File: config.mk
export PLATFORM = sky130hd
export DESIGN_NAME = mssp_top
export DESIGN_NICKNAME = d
export VERILOG_FILES = /design/src/include/mssp_pkg.sv /design/src/rtl/mssp_top.sv
export SDC_FILE = /design/constraint.sdc
export NUM_CORES = 1
export LEC_CHECK = 0
export ABC_CLOCK_PERIOD_IN_PS = 18300
export BUFFER_PORTS_ARGS = -buffer_cell sky130_fd_sc_hd__buf_2
export CAP_MARGIN = 40
export CORE_AREA = 2 2 235 237
export CTS_BUF_LIST = sky130_fd_sc_hd__clkbuf_4
export CTS_CLUSTER_SIZE = 25
export DETAILED_ROUTE_END_ITERATION = 16
export DIE_AREA = 0 0 237 239
export SYNTH_ARGS = -nofsm -noshare
export SYNTH_HDL_FRONTEND = slang
export SYNTH_SLANG_ARGS = --single-unit
File: constraint.sdc
create_clock -name ref_clk -period 18.3 [get_ports ref_clk]
set_input_delay 2.745 -clock ref_clk [delete_from_list [all_inputs] [get_ports ref_clk]]
set_output_delay 2.745 -clock ref_clk [all_outputs]
set_load 0.01 [all_outputs]
File: src/include/mssp_pkg.sv
/*
  Constants and carrier types for the motor starter protection supervisor.
  Assumes a 100 MHz ref_clk and settings held stable by the parameter store.
*/
package mssp_pkg;
  // Clock and second tick
  localparam int CLK_HZ = 100000000;
  localparam int TICK_S = 1;
  localparam int TICK_CYCLES = CLK_HZ * TICK_S;
  // Percentage ranges
  localparam logic [7:0] UC_THR_MIN = 8'h14;
  localparam logic [7:0] UC_THR_MAX = 8'hBE;
  localparam logic [7:0] UC_THR_DEF = 8'h46;
  localparam logic [7:0] JOG_MIN = 8'h19;
  localparam logic [7:0] JOG_MAX = 8'h32;
  localparam logic [7:0] JOG_DEF = 8'h19;
  localparam logic [7:0] DCB_MIN = 8'h1E;
  localparam logic [7:0] DCB_MAX = 8'h32;
  localparam logic [7:0] DCB_DEF = 8'h1E;
  localparam logic [7:0] KICK_MIN = 8'h46;
  localparam logic [7:0] KICK_MAX = 8'h5A;
  localparam logic [7:0] KICK_DEF = 8'h46;
  // Second ranges, zero means off
  localparam logic [7:0] OC_TIME_MAX = 8'h14;
  localparam logic [7:0] UC_TIME_MAX = 8'hC8;
  localparam logic [7:0] DCB_TIME_MAX = 8'h0A;
  localparam logic [9:0] INHIBIT_MAX = 10'h3E7;
  localparam logic [9:0] INHIBIT_DEF = 10'h002;
  // Output function code that enables DC braking
  localparam logic [3:0] OUT_FN_DCB = 4'h3;
  // Rated voltage default index (380 V) and count of entries
  localparam logic [3:0] VOLT_IDX_DEF = 4'h3;
  localparam logic [3:0] VOLT_IDX_NUM = 4'hB;
  localparam logic [3:0] CUR_IDX_NUM = 4'hE;
  // Inside-delta scale 1.73 as 173/100, done as x*443>>8
  localparam logic [9:0] DELTA_MUL = 10'h1BB;
  localparam int DELTA_SHIFT = 8;

  typedef struct packed {
    logic [7:0] accel_ramp_time;
    logic [7:0] decel_ramp_time;
    logic [7:0] overcurrent_threshold;
    logic [7:0] overcurrent_duration;
    logic [7:0] undercurrent_threshold;
    logic [7:0] undercurrent_duration;
    logic [3:0] rated_current_setting;
    logic [3:0] rated_voltage_setting;
    logic inside_delta_select;
    logic phase_order_check;
    logic [7:0] jog_voltage_level;
    logic [7:0] dc_brake_time;
    logic [7:0] dc_brake_voltage;
    logic [9:0] restart_inhibit_interval;
    logic [7:0] kick_pulse_time;
    logic [7:0] kick_pulse_level;
    logic [3:0] output_function_select;
  } mssp_cfg_type;

  typedef struct packed {
    logic panel_start;
    logic panel_stop;
    logic start_stop_input_a;
    logic start_stop_input_b;
    logic serial_start;
    logic serial_stop;
    logic reverse;
    logic jog_input;
  } mssp_cmd_type;

  typedef struct packed {
    logic ramp_timeout_fault;
    logic undercurrent_fault;
    logic overcurrent_fault;
    logic phase_order_fault;
  } mssp_fault_type;

  typedef enum logic [2:0] {
    ST_IDLE, ST_KICK, ST_ACCEL, ST_FULL, ST_JOG, ST_DECEL, ST_BRAKE, ST_FAULT
  } mssp_state_type;
endpackage

File: src/rtl/mssp_top.sv
/*
  Motor starter protection supervisor: start sequencing, jog, kick start,
  DC braking gate, restart inhibit and over/undercurrent trips.
  Assumes settings held stable by the parameter store, current and
  voltage samples on ref_clk, and ramp_done from the firing logic.
*/
`timescale 1ns/1ps
// Functional notes
// - Undercurrent watched only at full voltage.
// - Undercurrent threshold 20..190 percent, default 70.
// - Overcurrent time off or 1..20 s.
// - Undercurrent time off or 1..200 s.
// - Rated current base for all limits.
// - Inside delta scales base by 1.73.
// - Rated voltage list 220..575, default 380.
// - Phase check enabled allows only RST.
// - Phase order sampled once after reset.
// - Jog ramps to jog level while closed.
// - Jog limited to accel time, then fault.
// - Jog level 25..50 percent, default 25.
// - DC brake only function 3, standard wiring.
// - Thermal protection off during DC brake.
// - Brake level 30..50 percent, default 30.
// - Starts refused until inhibit interval elapses.
// - Inhibit counting begins at stop command.
// - Jog ignores the inhibit timer.
// - Reversal start waits for inhibit interval.
// - Kick pulse then normal acceleration ramp.
// - Undercurrent fault after duration below threshold.
// - Overcurrent trips output after duration.
// - Kick start blocks starting current limit.
// - Kick level minimum and default 70 percent.
module mssp_top
  import mssp_pkg::*;
(
  input wire logic ref_clk,
  input wire logic rst,
  input wire mssp_cfg_type cfg,
  input wire mssp_cmd_type cmd,
  input wire logic kick_enable,
  input wire logic [11:0] load_current,
  input wire logic phase_seq_rst,
  input wire logic ramp_done,
  output logic output_enable,
  output logic [7:0] voltage_target,
  output logic current_limit_enable,
  output logic thermal_enable,
  output logic dc_brake_active,
  output logic start_inhibited,
  output logic [11:0] rated_current_base,
  output logic [9:0] rated_voltage,
  output mssp_fault_type faults,
  output mssp_state_type state
);

  //////////////////////////////////////////////////////////////////////////
  // Rating lists; an index past the end is guarded where it is read
  localparam logic [11:0] CUR_LIST [14] = '{12'h078, 12'h0AA, 12'h0CD, 12'h0FF, 12'h122,
    12'h154, 12'h19A, 12'h1DB, 12'h244, 12'h29E, 12'h320, 12'h3B6, 12'h44C, 12'h578};
  localparam logic [9:0] VOLT_LIST [11] = '{10'h0DC, 10'h0E6, 10'h0F0, 10'h17C, 10'h190,
    10'h19F, 10'h1B8, 10'h1CC, 10'h1E0, 10'h20D, 10'h23F};

  // Clamp a percent into its range
  function automatic logic [7:0] clamp8(input logic [7:0] v, input logic [7:0] lo,
                                        input logic [7:0] hi);
    return (v < lo) ? lo : ((v > hi) ? hi : v);
  endfunction

  // Percent of base current: base*pct/100, pct scaled as pct*41>>12
  function automatic logic [11:0] pct_of(input logic [11:0] base, input logic [7:0] pct);
    logic [25:0] prod;
    prod = 26'(base) * 26'(pct) * 26'd41;
    return prod[23:12];
  endfunction

  //////////////////////////////////////////////////////////////////////////
  // One second tick; a tick period is too long to step in simulation
  logic [26:0] tick_cnt;
  logic tick;
  always_ff @(posedge ref_clk)
  begin
    if (rst || tick_cnt == 27'(TICK_CYCLES - 1))
      tick_cnt <= '0;
    else
      tick_cnt <= tick_cnt + 27'd1;
  end
  assign tick = (tick_cnt == 27'(TICK_CYCLES - 1));

  //////////////////////////////////////////////////////////////////////////
  // Pin synchronisers for digital inputs and phase detector
  logic [4:0] sync1, sync2, sync3;
  always_ff @(posedge ref_clk)
  begin
    sync1 <= {cmd.start_stop_input_a, cmd.start_stop_input_b, cmd.jog_input,
              cmd.reverse, phase_seq_rst};
    sync2 <= sync1;
    sync3 <= sync2;
  end
  logic [4:0] pins;
  always_ff @(posedge ref_clk)
  begin
    if (rst)
      pins <= '0;
    else
      pins <= (sync2 == sync3) ? sync3 : pins;
  end
  wire din_a = pins[4];
  wire din_b = pins[3];
  wire jog_pin = pins[2];
  wire rev_pin = pins[1];
  wire phase_ok_pin = pins[0];

  //////////////////////////////////////////////////////////////////////////
  // Bases and levels
  // base from rating list
  wire [11:0] own_base = (cfg.rated_current_setting < CUR_IDX_NUM) ?
                         CUR_LIST[cfg.rated_current_setting] : CUR_LIST[0];
  wire [21:0] delta_prod = 22'(own_base) * 22'(DELTA_MUL);
  wire [11:0] next_base = cfg.inside_delta_select ? delta_prod[19:8] : own_base;
  // rated voltage from list, default entry outside list
  wire [3:0] volt_idx = (cfg.rated_voltage_setting < VOLT_IDX_NUM) ?
                        cfg.rated_voltage_setting : VOLT_IDX_DEF;
  wire [7:0] uc_pct = clamp8(cfg.undercurrent_threshold, UC_THR_MIN, UC_THR_MAX);
  wire [7:0] jog_lvl = clamp8(cfg.jog_voltage_level, JOG_MIN, JOG_MAX);
  wire [7:0] dcb_lvl = clamp8(cfg.dc_brake_voltage, DCB_MIN, DCB_MAX);
  wire [7:0] kick_lvl = clamp8(cfg.kick_pulse_level, KICK_MIN, KICK_MAX);
  wire [11:0] uc_amps = pct_of(next_base, uc_pct);
  wire [11:0] oc_amps = pct_of(next_base, cfg.overcurrent_threshold);
  wire [7:0] oc_lim = (cfg.overcurrent_duration > OC_TIME_MAX) ? OC_TIME_MAX :
                      cfg.overcurrent_duration;
  wire [7:0] uc_lim = (cfg.undercurrent_duration > UC_TIME_MAX) ? UC_TIME_MAX :
                      cfg.undercurrent_duration;
  wire [7:0] brk_lim = (cfg.dc_brake_time > DCB_TIME_MAX) ? DCB_TIME_MAX :
                       cfg.dc_brake_time;
  wire [9:0] inh_lim = (cfg.restart_inhibit_interval > INHIBIT_MAX) ? INHIBIT_MAX :
                       cfg.restart_inhibit_interval;

  //////////////////////////////////////////////////////////////////////////
  // Command decode
  logic din_a_q, rev_q;
  always_ff @(posedge ref_clk)
  begin
    if (rst)
      {din_a_q, rev_q} <= 2'b00;
    else
      {din_a_q, rev_q} <= {din_a, rev_pin};
  end
  // Input A is the start edge; input B low is the stop contact
  wire start_req = cmd.panel_start | cmd.serial_start | (din_a & ~din_a_q);
  wire stop_req = cmd.panel_stop | cmd.serial_stop | (din_a_q & ~din_a) | ~din_b;
  wire rev_req = rev_pin ^ rev_q;

  //////////////////////////////////////////////////////////////////////////
  // Phase order latch: only the first power-up activation samples
  logic phase_seen, phase_bad;
  wire start_ok;
  wire begin_power = (state == ST_IDLE) && ((start_req && start_ok) || jog_pin);
  always_ff @(posedge ref_clk)
  begin
    if (rst)
      {phase_seen, phase_bad} <= 2'b00;
    else if (begin_power && !phase_seen)
      {phase_seen, phase_bad} <= {1'b1, ~phase_ok_pin};
  end
  wire phase_block = cfg.phase_order_check &&
                     (phase_seen ? phase_bad : ~phase_ok_pin);

  //////////////////////////////////////////////////////////////////////////
  // Restart inhibit counter
  logic [9:0] inh_cnt;
  wire stop_event = stop_req && (state == ST_ACCEL || state == ST_FULL ||
                                 state == ST_KICK);
  always_ff @(posedge ref_clk)
  begin
    if (rst)
      inh_cnt <= '0;
    // counting starts at the stop command
    else if (stop_event || (rev_req && state != ST_IDLE))
      inh_cnt <= inh_lim;
    else if (tick && inh_cnt != 10'd0)
      inh_cnt <= inh_cnt - 10'd1;
  end
  // starts refused while counting; reversal too
  assign start_ok = (inh_cnt == 10'd0);

  //////////////////////////////////////////////////////////////////////////
  // State machine with a shared seconds timer
  mssp_state_type next_state;
  logic [7:0] sec_cnt, oc_cnt, uc_cnt;
  wire brake_allowed = (cfg.output_function_select == OUT_FN_DCB) &&
                       !cfg.inside_delta_select && (brk_lim != 8'd0);
  wire acc_expired = (sec_cnt >= cfg.accel_ramp_time);
  wire oc_trip = (oc_lim != 8'd0) && (oc_cnt >= oc_lim);
  wire uc_trip = (uc_lim != 8'd0) && (uc_cnt >= uc_lim);
  always_comb
  begin
    next_state = state;
    unique case (state)
      ST_IDLE:
        if (phase_block && (start_req || jog_pin))
          next_state = ST_FAULT;
        else if (jog_pin)
          next_state = ST_JOG;
        else if (start_req && start_ok)
          next_state = kick_enable && cfg.kick_pulse_time != 8'd0 ? ST_KICK : ST_ACCEL;
      ST_KICK:
        if (stop_req)
          next_state = ST_IDLE;
        else if (sec_cnt >= cfg.kick_pulse_time)
          next_state = ST_ACCEL;
      ST_ACCEL:
        if (stop_req)
          next_state = (cfg.decel_ramp_time != 8'd0) ? ST_DECEL : ST_IDLE;
        else if (ramp_done)
          next_state = ST_FULL;
        else if (acc_expired)
          next_state = ST_FAULT;
      ST_FULL:
        if (oc_trip || uc_trip)
          next_state = ST_FAULT;
        else if (stop_req)
          next_state = (cfg.decel_ramp_time != 8'd0) ? ST_DECEL :
                       (brake_allowed ? ST_BRAKE : ST_IDLE);
      // jog holds while closed, decel ramp only if enabled
      // jog limited to the accel time
      ST_JOG:
        if (acc_expired)
          next_state = ST_FAULT;
        else if (!jog_pin)
          next_state = (cfg.decel_ramp_time != 8'd0) ? ST_DECEL : ST_IDLE;
      ST_DECEL:
        if (sec_cnt >= cfg.decel_ramp_time)
          next_state = brake_allowed ? ST_BRAKE : ST_IDLE;
      // braking only when allowed, for its time
      ST_BRAKE:
        if (sec_cnt >= brk_lim)
          next_state = ST_IDLE;
      ST_FAULT:
        next_state = ST_FAULT;
    endcase
  end

  always_ff @(posedge ref_clk)
  begin
    if (rst)
      sec_cnt <= '0;
    else if (next_state != state)
      sec_cnt <= '0;
    else if (tick && sec_cnt != 8'hFF)
      sec_cnt <= sec_cnt + 8'd1;
  end

  //////////////////////////////////////////////////////////////////////////
  // Over and undercurrent timers, counting only at full voltage
  always_ff @(posedge ref_clk)
  begin
    if (rst || state != ST_FULL)
      {oc_cnt, uc_cnt} <= '0;
    else
    begin
      if (load_current <= oc_amps)
        oc_cnt <= '0;
      else if (tick && oc_cnt != 8'hFF)
        oc_cnt <= oc_cnt + 8'd1;
      if (load_current >= uc_amps)
        uc_cnt <= '0;
      else if (tick && uc_cnt != 8'hFF)
        uc_cnt <= uc_cnt + 8'd1;
    end
  end

  //////////////////////////////////////////////////////////////////////////
  // Registered outputs; faults stay until reset
  always_ff @(posedge ref_clk)
  begin
    if (rst)
    begin
      state <= ST_IDLE;
      faults <= '0;
      output_enable <= 1'b0;
      voltage_target <= '0;
      current_limit_enable <= 1'b0;
      thermal_enable <= 1'b1;
      dc_brake_active <= 1'b0;
      start_inhibited <= 1'b0;
      rated_current_base <= '0;
      rated_voltage <= '0;
    end
    else
    begin
      state <= next_state;
      // ramp timeout fault on accel or jog expiry
      if ((state == ST_ACCEL || state == ST_JOG) && next_state == ST_FAULT)
        faults.ramp_timeout_fault <= 1'b1;
      if (state == ST_FULL && oc_trip)
        faults.overcurrent_fault <= 1'b1;
      if (state == ST_FULL && uc_trip)
        faults.undercurrent_fault <= 1'b1;
      if (state == ST_IDLE && next_state == ST_FAULT)
        faults.phase_order_fault <= 1'b1;
      output_enable <= (next_state != ST_IDLE) && (next_state != ST_FAULT);
      voltage_target <= (next_state == ST_KICK) ? kick_lvl :
                        (next_state == ST_JOG) ? jog_lvl :
                        (next_state == ST_BRAKE) ? dcb_lvl :
                        (next_state == ST_IDLE || next_state == ST_FAULT) ? 8'h00 :
                        8'h64;
      // no current limit during kick start
      current_limit_enable <= (next_state == ST_ACCEL) && !kick_enable;
      thermal_enable <= (next_state != ST_BRAKE);
      dc_brake_active <= (next_state == ST_BRAKE);
      start_inhibited <= !start_ok;
      rated_current_base <= next_base;
      rated_voltage <= VOLT_LIST[volt_idx];
    end
  end

endmodule // mssp_top

==> key figures, run 1 <==
Worst setup path
  – Worst r2r dst: voltage_target[5]$_SDFF_PP0_
  – Reg2reg start: sec_cnt[5]$_SDFFE_PP0P_
  – Buf/Inv on CP: 10
  – CP endpoint kind: flop
  – Flop2flop setup slack: 14760 ps
  – Largest stage delay on the critical path: 730 ps
  – Setup Crit Path Kind: in2reg
  – Startpoint types: input port
  – FF-to-FF path depth: 11
  – Levels on crit path: 54
  – Top delay family on crit path: adder cells
  – Critical path required time: 18850 ps
  – Arr. time, crit path: 16560 ps
  – Critical path peak fanout: 16
  – Crit-path slowest cell: o21ai_0

CTS
  – Post-CTS resize count: 0
  – Hold Buf Count CTS: 0
  – CTS Sinks: 127
  – Skew-Pair Late Insertion Delay: 620 ps
  – Buffers inserted by post-CTS timing repair: 0
  – H-Tree Depth: 4
  – Root buffer cell: clkbuf_4
  – Max clock buf depth: 2
  – Num CTS Buffers: 17
  – Reg clk slew, reported paths: 130 ps
  – TritonCTS clock tree: done

Finish
  – Area occupied by multi-input gates: 0.01492 mm2
  – Commonest cells after routing, fill and taps aside: ha_1, inv_1, nor2_1
  – Area Growth Syn to Fin: 10.82%
  – Filler Cells Inserted: 5510
  – Most common cell after layout, fill and taps aside: ha_1
  – Share of cells above drive strength 1: 11.69%
  – FF+latch area: 0.002542 mm2
  – Final Net Count: 3011

Routing
  – DR WL/cell: 15.82 um
  – Via Count: 15620
  – Detailed Route WL: 48.64 mm
  – Vias per inst: 5.080
  – Detailed Routing Iterations Pass 1: 5
  – Drt drc: 0
  – First DRT Iteration DRCs: 838
  – Post-DRT Antenna Nets: 0

Floorplanning
  – Area of the core: 0.05434 mm2
  – # rows: 86
  – Starting Density: 34.58%
  – Die Wd: 237 um
  – Die area: 0.05664 mm2
  – # IOs: 179
  – Die height: 239 um

Synth
  – Dominant cell type by area after synthesis: ha_1
  – Top-area cell type share of the netlist area: 22.44%
  – Synth Instances: 2180
  – YS warnings: 0
  – Post-synth EDFFs: 0
  – Yosys cell types: 89
  – Top cells by area, synth: ha_1, fa_1, dfxtp_1, inv_1, nor2_1
  – Yosys reg bits: 127
  – Asr flop ratio synth: 0%
  – Post-Synthesis Cell Area: 0.01879 mm2
  – Syn Area/Cell: 8.620 um2
  – Sequential share of the synthesized area: 13.53%
  – Top_reg_cell synth: dfxtp_1

Global route
  – First-pass GRT wire length: 80.27 mm
  – Initial antenna violation count: 5
  – Number of global-route vias before repair: 16150
  – Grt ovf: 0
  – Gr usage total: 17.44%
  – Pin count of the biggest net entering global routing: 59

Timing
  – Fmax: 62.49 MHz
  – Slew Limit Fails: 0
  – Final Hold Slack: 346.5 ps
  – Setup_tns: 0 ps
  – Endpoints failing hold: 0
  – RSZ-0062 raised after global routing: false
  – Final period utilization: 87.45%
  – Slew HR: 37.00%
  – Setup violators final: 0
  – Worst-margin pin slew: 938.7 ps
  – Clk_skew: 36.84 ps
  – Final worst path period need: 16000 ps

Job
  – Max-Cap Viols: 0

Placed design
  – Post-DP HPWL: 40.86 mm
  – I/O Buffers: 178
  – RD Place Congestion: 0.9087

Min path
  – Hold path start: sync1[3]$_DFF_P_
  – HP Class: reg2reg
  – Hold EP: sync2[3]$_DFF_P_
  – Worst hold stages: 0

Outcome
  – Status: complete, no violations
[registers in the layout, indices dropped and copies added, names as in the netlist, 3 cells and up]
| name | flops |
|---|---|
| sync1 | 5 |
| oc_cnt | 8 |
| faults | 4 |
| state | 3 |
| pins | 5 |
| rated_current_base | 12 |
| sync3 | 5 |
| sync2 | 5 |
| tick_cnt | 27 |
| sec_cnt | 8 |
| uc_cnt | 8 |
| inh_cnt | 10 |
| rated_voltage | 10 |
| voltage_target | 8 |
[routing by layer]
metal | part of all wire [%] | global-route usage (%) | vias up
met5 | 0.084 | 0 | -
met4 | 2.2 | 5.293 | 6
met3 | 4.6 | 2.460 | 69
met2 | 50 | 31.84 | 394
met1 | 43 | 21.17 | 7520
li1 | - | - | 7628
[cells by family after synthesis]
logic type                 share of synthesized area, %
and+or+nand+nor                                   18.29
adders and majority gates                         41.72
buffers and inverters                             7.225
AOI/OAI and AO/OA                                 11.85
xor gates and xnor gates                          6.466
DFF                                               13.53
muxes                                            0.8790
other                                           0.03997
[stage by stage]
step | instances | cell area, um2 | setup slack (ps) | utilization (%)
after global placement | 3033 | 20470 | 2119 | 37.67
after floorplan | 2186 | 18810 | 2818 | -
after detailed placement | 3041 | 20530 | 1638 | 37.79
after global routing | 3074 | 20820 | 1418 | 38.32
final | 3074 | 20820 | 2297 | 38.32
after CTS | 3073 | 20820 | 2287 | 38.32
[final cells by class]
type,count,share of cell area (%)
multi-input combinational,1704,71.65
sequential,127,12.21
inverter,312,5.630
timing repair buffer,194,4.885
tap,704,4.230
clock inverter,15,0.7691
clock buffer,17,0.6129
antenna,1,0.01202
[synthesized netlist by cell type, drive strengths merged, types with 42 or more instances]
| library cell | count |
|---|---|
| a21o | 42 |
| nand2 | 132 |
| xor2 | 68 |
| dfxtp | 127 |
| ha | 337 |
| o21ai | 68 |
| nor3 | 56 |
| xnor2 | 69 |
| a21oi | 83 |
| fa | 181 |
| inv | 310 |
| and2 | 44 |
| nand3 | 42 |
| nor2 | 255 |
[worst max-delay path by stage]
stage / startpoint / to / slack [ps]
6_report: cfg[63] / oc_cnt[3]$_SDFFE_PP0P_ / 2300
5_1_grt: cfg[61] / oc_cnt[1]$_SDFFE_PP0P_ / 1420
4_1_cts: cfg[61] / oc_cnt[0]$_SDFFE_PP0P_ / 2290
3_5_place_dp: cfg[61] / oc_cnt[3]$_SDFFE_PP0P_ / 1640
3_3_place_gp: cfg[61] / oc_cnt[2]$_SDFFE_PP0P_ / 2120
2_1_floorplan: cfg[63] / oc_cnt[0]$_SDFFE_PP0P_ / 2820
Power of run 1 is not shown: default switching activity piles up to over one toggle a cycle in this logic, so the estimate is an artifact.
==> inputs of run 2 (changes only) <==
--- a/config.mk
+++ b/config.mk
@@ -13,6 +13,7 @@
 export CTS_CLUSTER_SIZE = 25
 export DETAILED_ROUTE_END_ITERATION = 16
 export DIE_AREA = 0 0 237 239
+export REMOVE_ABC_BUFFERS = 1
 export SYNTH_ARGS = -nofsm -noshare
 export SYNTH_HDL_FRONTEND = slang
 export SYNTH_SLANG_ARGS = --single-unit
==> key figures, run 2 (same netlist as run 1, synthesis figures left out) <==
Worst setup path
  – Startpoint types: input port
  – Setup Crit Path Kind: in2reg
  – FF-to-FF path depth: 12
  – CP endpoint kind: flop
  – Critical path required time: 18810 ps
  – Crit-path slowest cell: o31ai_1
  – Arr. time, crit path: 16420 ps
  – CP most frequent cell: ha_1
  – Worst r2r dst: voltage_target[3]$_SDFF_PP0_
  – Largest stage delay on the critical path: 650 ps
  – Critical path peak fanout: 10
  – Flop2flop setup slack: 14840 ps
  – Reg2reg start: sec_cnt[0]$_SDFFE_PP0P_

Floorplanning
  – # IOs: 179
  – # rows: 86
  – Die area: 0.05664 mm2
  – Starting Density: 34.58%
  – Die height: 239 um
  – Die Wd: 237 um
  – Area of the core: 0.05434 mm2

Routing
  – Detailed Route WL: 47.58 mm
  – Via Count: 15550
  – First DRT Iteration DRCs: 741
  – Post-DRT Antenna Nets: 0
  – DR WL/cell: 15.45 um
  – Drt drc: 0
  – Vias per inst: 5.048
  – Detailed Routing Iterations Pass 1: 7

Min path
  – Worst hold stages: 0
  – HP Class: reg2reg
  – Hold EP: sync2[3]$_DFF_P_
  – Hold path start: sync1[3]$_DFF_P_

CTS
  – TritonCTS clock tree: done
  – Num CTS Buffers: 17
  – Skew-Pair Late Insertion Delay: 590 ps
  – Buffers inserted by post-CTS timing repair: 0
  – Max clock buf depth: 2
  – Root buffer cell: clkbuf_4
  – Reg clk slew, reported paths: 150 ps
  – Hold Buf Count CTS: 0
  – CTS Sinks: 127
  – Post-CTS resize count: 0
  – H-Tree Depth: 4

Finish
  – Filler Cells Inserted: 5560
  – Max FFs per register: 27
  – Share of cells above drive strength 1: 11.79%
  – Largest registers: tick_cnt (27), rated_current_base (12)
  – Final Net Count: 3016
  – Most common cell after layout, fill and taps aside: ha_1
  – Commonest cells after routing, fill and taps aside: ha_1, inv_1, nor2_1
  – Area Growth Syn to Fin: 10.85%
  – Top reg by flops: tick_cnt

Timing
  – Worst-margin pin slew: 862.5 ps
  – Endpoints failing hold: 0
  – Setup violators final: 0
  – Fmax: 62.88 MHz
  – Slew Limit Fails: 0
  – Slew HR: 42.16%
  – Final worst path period need: 15900 ps
  – Final period utilization: 86.90%
  – RSZ-0062 raised after global routing: false
  – Clk_skew: 29.34 ps
  – Setup_tns: 0 ps

Placed design
  – Post-DP HPWL: 40.18 mm
  – I/O Buffers: 178
  – RD Place Congestion: 0.8814

Global route
  – Initial antenna violation count: 1
  – Pin count of the biggest net entering global routing: 58
  – First-pass GRT wire length: 77.61 mm
  – Grt ovf: 0
  – Gr usage total: 16.84%
  – Number of global-route vias before repair: 15720

Outcome
  – Status: complete, no violations

Job
  – Max-Cap Viols: 0
## run 2: changes by cell type in the layout (fill, tap and decap cells not counted), moves of 2 or more
cell / delta
buf_4: +7
buf_6: -2
bufinv_16: -2
clkinv_2: -2
clkinv_4: +2
inv_8: +2
## run 2: cell type report
class | count | area (um2) | share of cell area (%)
Antenna cell | 2 | 5.005 | 0.02403
Clock buffer | 17 | 127.6 | 0.6127
Clock inverter | 15 | 130.1 | 0.6247
Inverter | 312 | 1172 | 5.629
Multi-Input combinational cell | 1704 | 14910 | 71.60
Sequential cell | 127 | 2542 | 12.21
Tap cell | 704 | 880.8 | 4.229
Timing Repair Buffer | 199 | 1057 | 5.076
## run 2: critical path: cells and delay by family
kind,cells,cell delay (ps)
xor gates and xnor gates,3,590
and+or+nand+nor,11,2120
adders and majority gates,15,6250
AOI/OAI and AO/OA,15,3790
buffers and inverters,8,900
## run 2: per-stage QoR
step	hold slack [ps]	setup WS (ps)	cells	utilization [%]	instance area, um2
floorplan	309.6	2904	2143	-	18630
global placement	319.0	1717	3037	37.71	20490
detailed placement	312.1	1785	3046	37.85	20570
CTS	352.1	2382	3078	38.32	20820
global route	365.4	1556	3079	38.33	20830
finish	348.7	2397	3080	38.33	20830
## run 2: worst max path at each step
stage            start                     end  slack (ps)  depth (start not counted)
6_report       cfg[60]  oc_cnt[3]$_SDFFE_PP0P_        2400                         52
5_1_grt        cfg[61]  oc_cnt[5]$_SDFFE_PP0P_        1560                         57
4_1_cts        cfg[60]  oc_cnt[3]$_SDFFE_PP0P_        2380                         52
3_5_place_dp   cfg[60]  oc_cnt[3]$_SDFFE_PP0P_        1790                         55
3_3_place_gp   cfg[61]  uc_cnt[7]$_SDFFE_PP0P_        1720                         48
2_1_floorplan  cfg[61]  oc_cnt[0]$_SDFFE_PP0P_        2900                         48
## run 2: layer usage
| metal | up-vias | wire, um | track usage, % |
|---|---|---|---|
| met3 | 64 | 1770 | 1.905 |
| met1 | 7485 | 21760 | 21.62 |
| li1 | 7650 | - | - |
| met4 | 0 | 1036 | 4.929 |
| met5 | - | 0 | 0 |
| met2 | 350 | 23000 | 29.70 |
Power of run 2 is left out for the same reason.
==> inputs of run 3 (changes only) <==
--- a/config.mk
+++ b/config.mk
@@ -5,15 +5,18 @@
 export SDC_FILE = /design/constraint.sdc
 export NUM_CORES = 1
 export LEC_CHECK = 0
+export ABC_AREA = 1
 export ABC_CLOCK_PERIOD_IN_PS = 18300
 export BUFFER_PORTS_ARGS = -buffer_cell sky130_fd_sc_hd__buf_2
 export CAP_MARGIN = 40
-export CORE_AREA = 2 2 235 237
+export CORE_AREA = 2 2 242 244
 export CTS_BUF_LIST = sky130_fd_sc_hd__clkbuf_4
 export CTS_CLUSTER_SIZE = 25
 export DETAILED_ROUTE_END_ITERATION = 16
-export DIE_AREA = 0 0 237 239
+export DIE_AREA = 0 0 244 246
+export RECOVER_POWER = 100
 export REMOVE_ABC_BUFFERS = 1
+export SLEW_MARGIN = 30
 export SYNTH_ARGS = -nofsm -noshare
 export SYNTH_HDL_FRONTEND = slang
 export SYNTH_SLANG_ARGS = --single-unit
==> key figures, run 3 <==
Outcome
  – Status: complete, but fails checks
  – Violated checks: max-capacitance violations, max-slew violations

Job
  – Max-Cap Viols: 3

Timing
  – Final period utilization: 87.91%
  – Setup violators final: 0
  – Slew Limit Fails: 54
  – Worst-margin pin slew: 2281 ps
  – Setup WS post-layout: 2213 ps
  – Slew HR: -53.69%
  – Setup_tns: 0 ps
  – Fmax: 62.16 MHz
  – RSZ-0062 raised after global routing: false
  – Clk_skew: 61.76 ps
  – Endpoints failing hold: 0
  – Final worst path period need: 16090 ps

Floorplanning
  – # rows: 88
  – # IOs: 179
  – Starting Density: 34.69%
  – Die height: 246 um
  – Area of the core: 0.05737 mm2
  – Die area: 0.06002 mm2
  – Die Wd: 244 um

CTS
  – Reg clk slew, reported paths: 130 ps
  – CTS Sinks: 127
  – H-Tree Depth: 4
  – Max clock buf depth: 2
  – Buffers inserted by post-CTS timing repair: 0
  – Post-CTS resize count: 0
  – Num CTS Buffers: 17
  – Root buffer cell: clkbuf_4
  – Skew-Pair Late Insertion Delay: 740 ps
  – TritonCTS clock tree: done
  – Hold Buf Count CTS: 0

Routing
  – Detailed Routing Iterations Pass 1: 5
  – First DRT Iteration DRCs: 968
  – Via Count: 17540
  – Vias per inst: 4.783
  – Drt drc: 0
  – Detailed Route WL: 50.82 mm
  – Post-DRT Antenna Nets: 0
  – DR WL/cell: 13.85 um

Worst setup path
  – Setup Crit Path Kind: in2reg
  – Startpoint types: input port
  – Crit-path slowest cell: a31oi_1
  – CP most frequent cell: inv_1
  – CP endpoint kind: flop
  – Critical path required time: 18950 ps
  – Flop2flop setup slack: 14750 ps
  – Largest stage delay on the critical path: 760 ps
  – Arr. time, crit path: 16740 ps
  – Critical path peak fanout: 10

Global route
  – Gr usage total: 17.67%
  – Pin count of the biggest net entering global routing: 36
  – Initial antenna violation count: 6
  – Grt ovf: 0
  – First-pass GRT wire length: 86.46 mm
  – Number of global-route vias before repair: 17700

Synth
  – Synth cell count leaders: inv_1, nand2_1, ha_1
  – Dominant cell type by area after synthesis: ha_1
  – Post-Synthesis Cell Area: 0.01990 mm2
  – Yosys reg bits: 127
  – Asr flop ratio synth: 0%
  – Top-area cell type share of the netlist area: 21.19%
  – Top_reg_cell synth: dfxtp_1
  – Most frequent cell after synthesis: inv_1
  – YS warnings: 0
  – Sequential share of the synthesized area: 12.78%
  – Yosys cell types: 59
  – Post-synth EDFFs: 0
  – Synth Instances: 2711
  – Top cells by area, synth: ha_1, fa_1, dfxtp_1, inv_1, nand2_1
  – Syn Area/Cell: 7.340 um2

Placed design
  – RD Place Congestion: 0.8606
  – Post-DP HPWL: 42.55 mm
  – I/O Buffers: 178
  – Setup WS pre-CTS: 2229 ps
  – Dpl cell area: 0.02167 mm2

Finish
  – Largest registers: tick_cnt (27), rated_current_base (12)
  – Design area: 0.02192 mm2
  – Max FFs per register: 27
  – Area Growth Syn to Fin: 10.16%
  – Top reg by flops: tick_cnt
  – Commonest cells after routing, fill and taps aside: inv_1, nand2_1, ha_1
  – Share of cells above drive strength 1: 7.533%
  – Final Net Count: 3537
  – Most common cell after layout, fill and taps aside: inv_1

Min path
  – HP Class: reg2reg
-- run 3: stage by stage --
stage / std cells / utilization [%] / hold slack (ps)
5_1_grt: 3666 / 38.20 / 312.7
3_3_place_gp: 3626 / 37.73 / 309.8
4_1_cts: 3658 / 38.33 / 320.1
2_1_floorplan: 2679 / - / 309.6
3_5_place_dp: 3627 / 37.77 / 312.1
6_report: 3668 / 38.21 / 319.9
-- run 3: cells by family after synthesis --
kind of cell	after synthesis	share of synthesized area, %
multiplexers	2	0.1132
buffers and inverters	589	11.22
adder cells (fa/ha/maj)	518	39.40
XOR/XNOR	85	3.811
AO/OA/AOI/OAI	372	10.55
flip-flops	127	12.78
AND/OR/NAND/NOR	1016	22.10
other	2	0.03774
-- run 3: area by class of cell --
class	count	area, um2
diodes	9	22.52
fillers	6171	35450
clock buffers	18	135.1
repair buffers	184	872.1
inverters	551	2068
multi-input cells	2001	15130
well taps	765	957.2
flip-flops and latches	127	2542
clock inverters	13	187.7
-- run 3: worst max-delay path, delay by kind of cell --
family | cells | cell delay (ps)
AOI/OAI and AO/OA | 18 | 3870
and+or+nand+nor | 11 | 1590
xor gates and xnor gates | 2 | 470
adders and majority gates | 15 | 6620
buffers and inverters | 12 | 1430
-- run 3: worst paths after layout --
check                                                    end                     from  depth (start not counted)
worst max-delay path                  uc_cnt[4]$_SDFFE_PP0P_                  cfg[63]                         58
worst min-delay path                        sync2[3]$_DFF_P_         sync1[3]$_DFF_P_                          0
worst max register to register  voltage_target[2]$_SDFF_PP0_  sec_cnt[0]$_SDFFE_PP0P_                         16
worst min register to register              sync2[3]$_DFF_P_         sync1[3]$_DFF_P_                          0
-- run 3: routing by layer --
metal	vias to the layer above	track usage, %	wire length, um
met5	-	0	0
met4	0	5.201	875
met3	51	2.996	2274
met2	335	30.29	23900
met1	8113	22.74	23760
li1	9044	-	-
Power of run 3 is left out for the same reason.
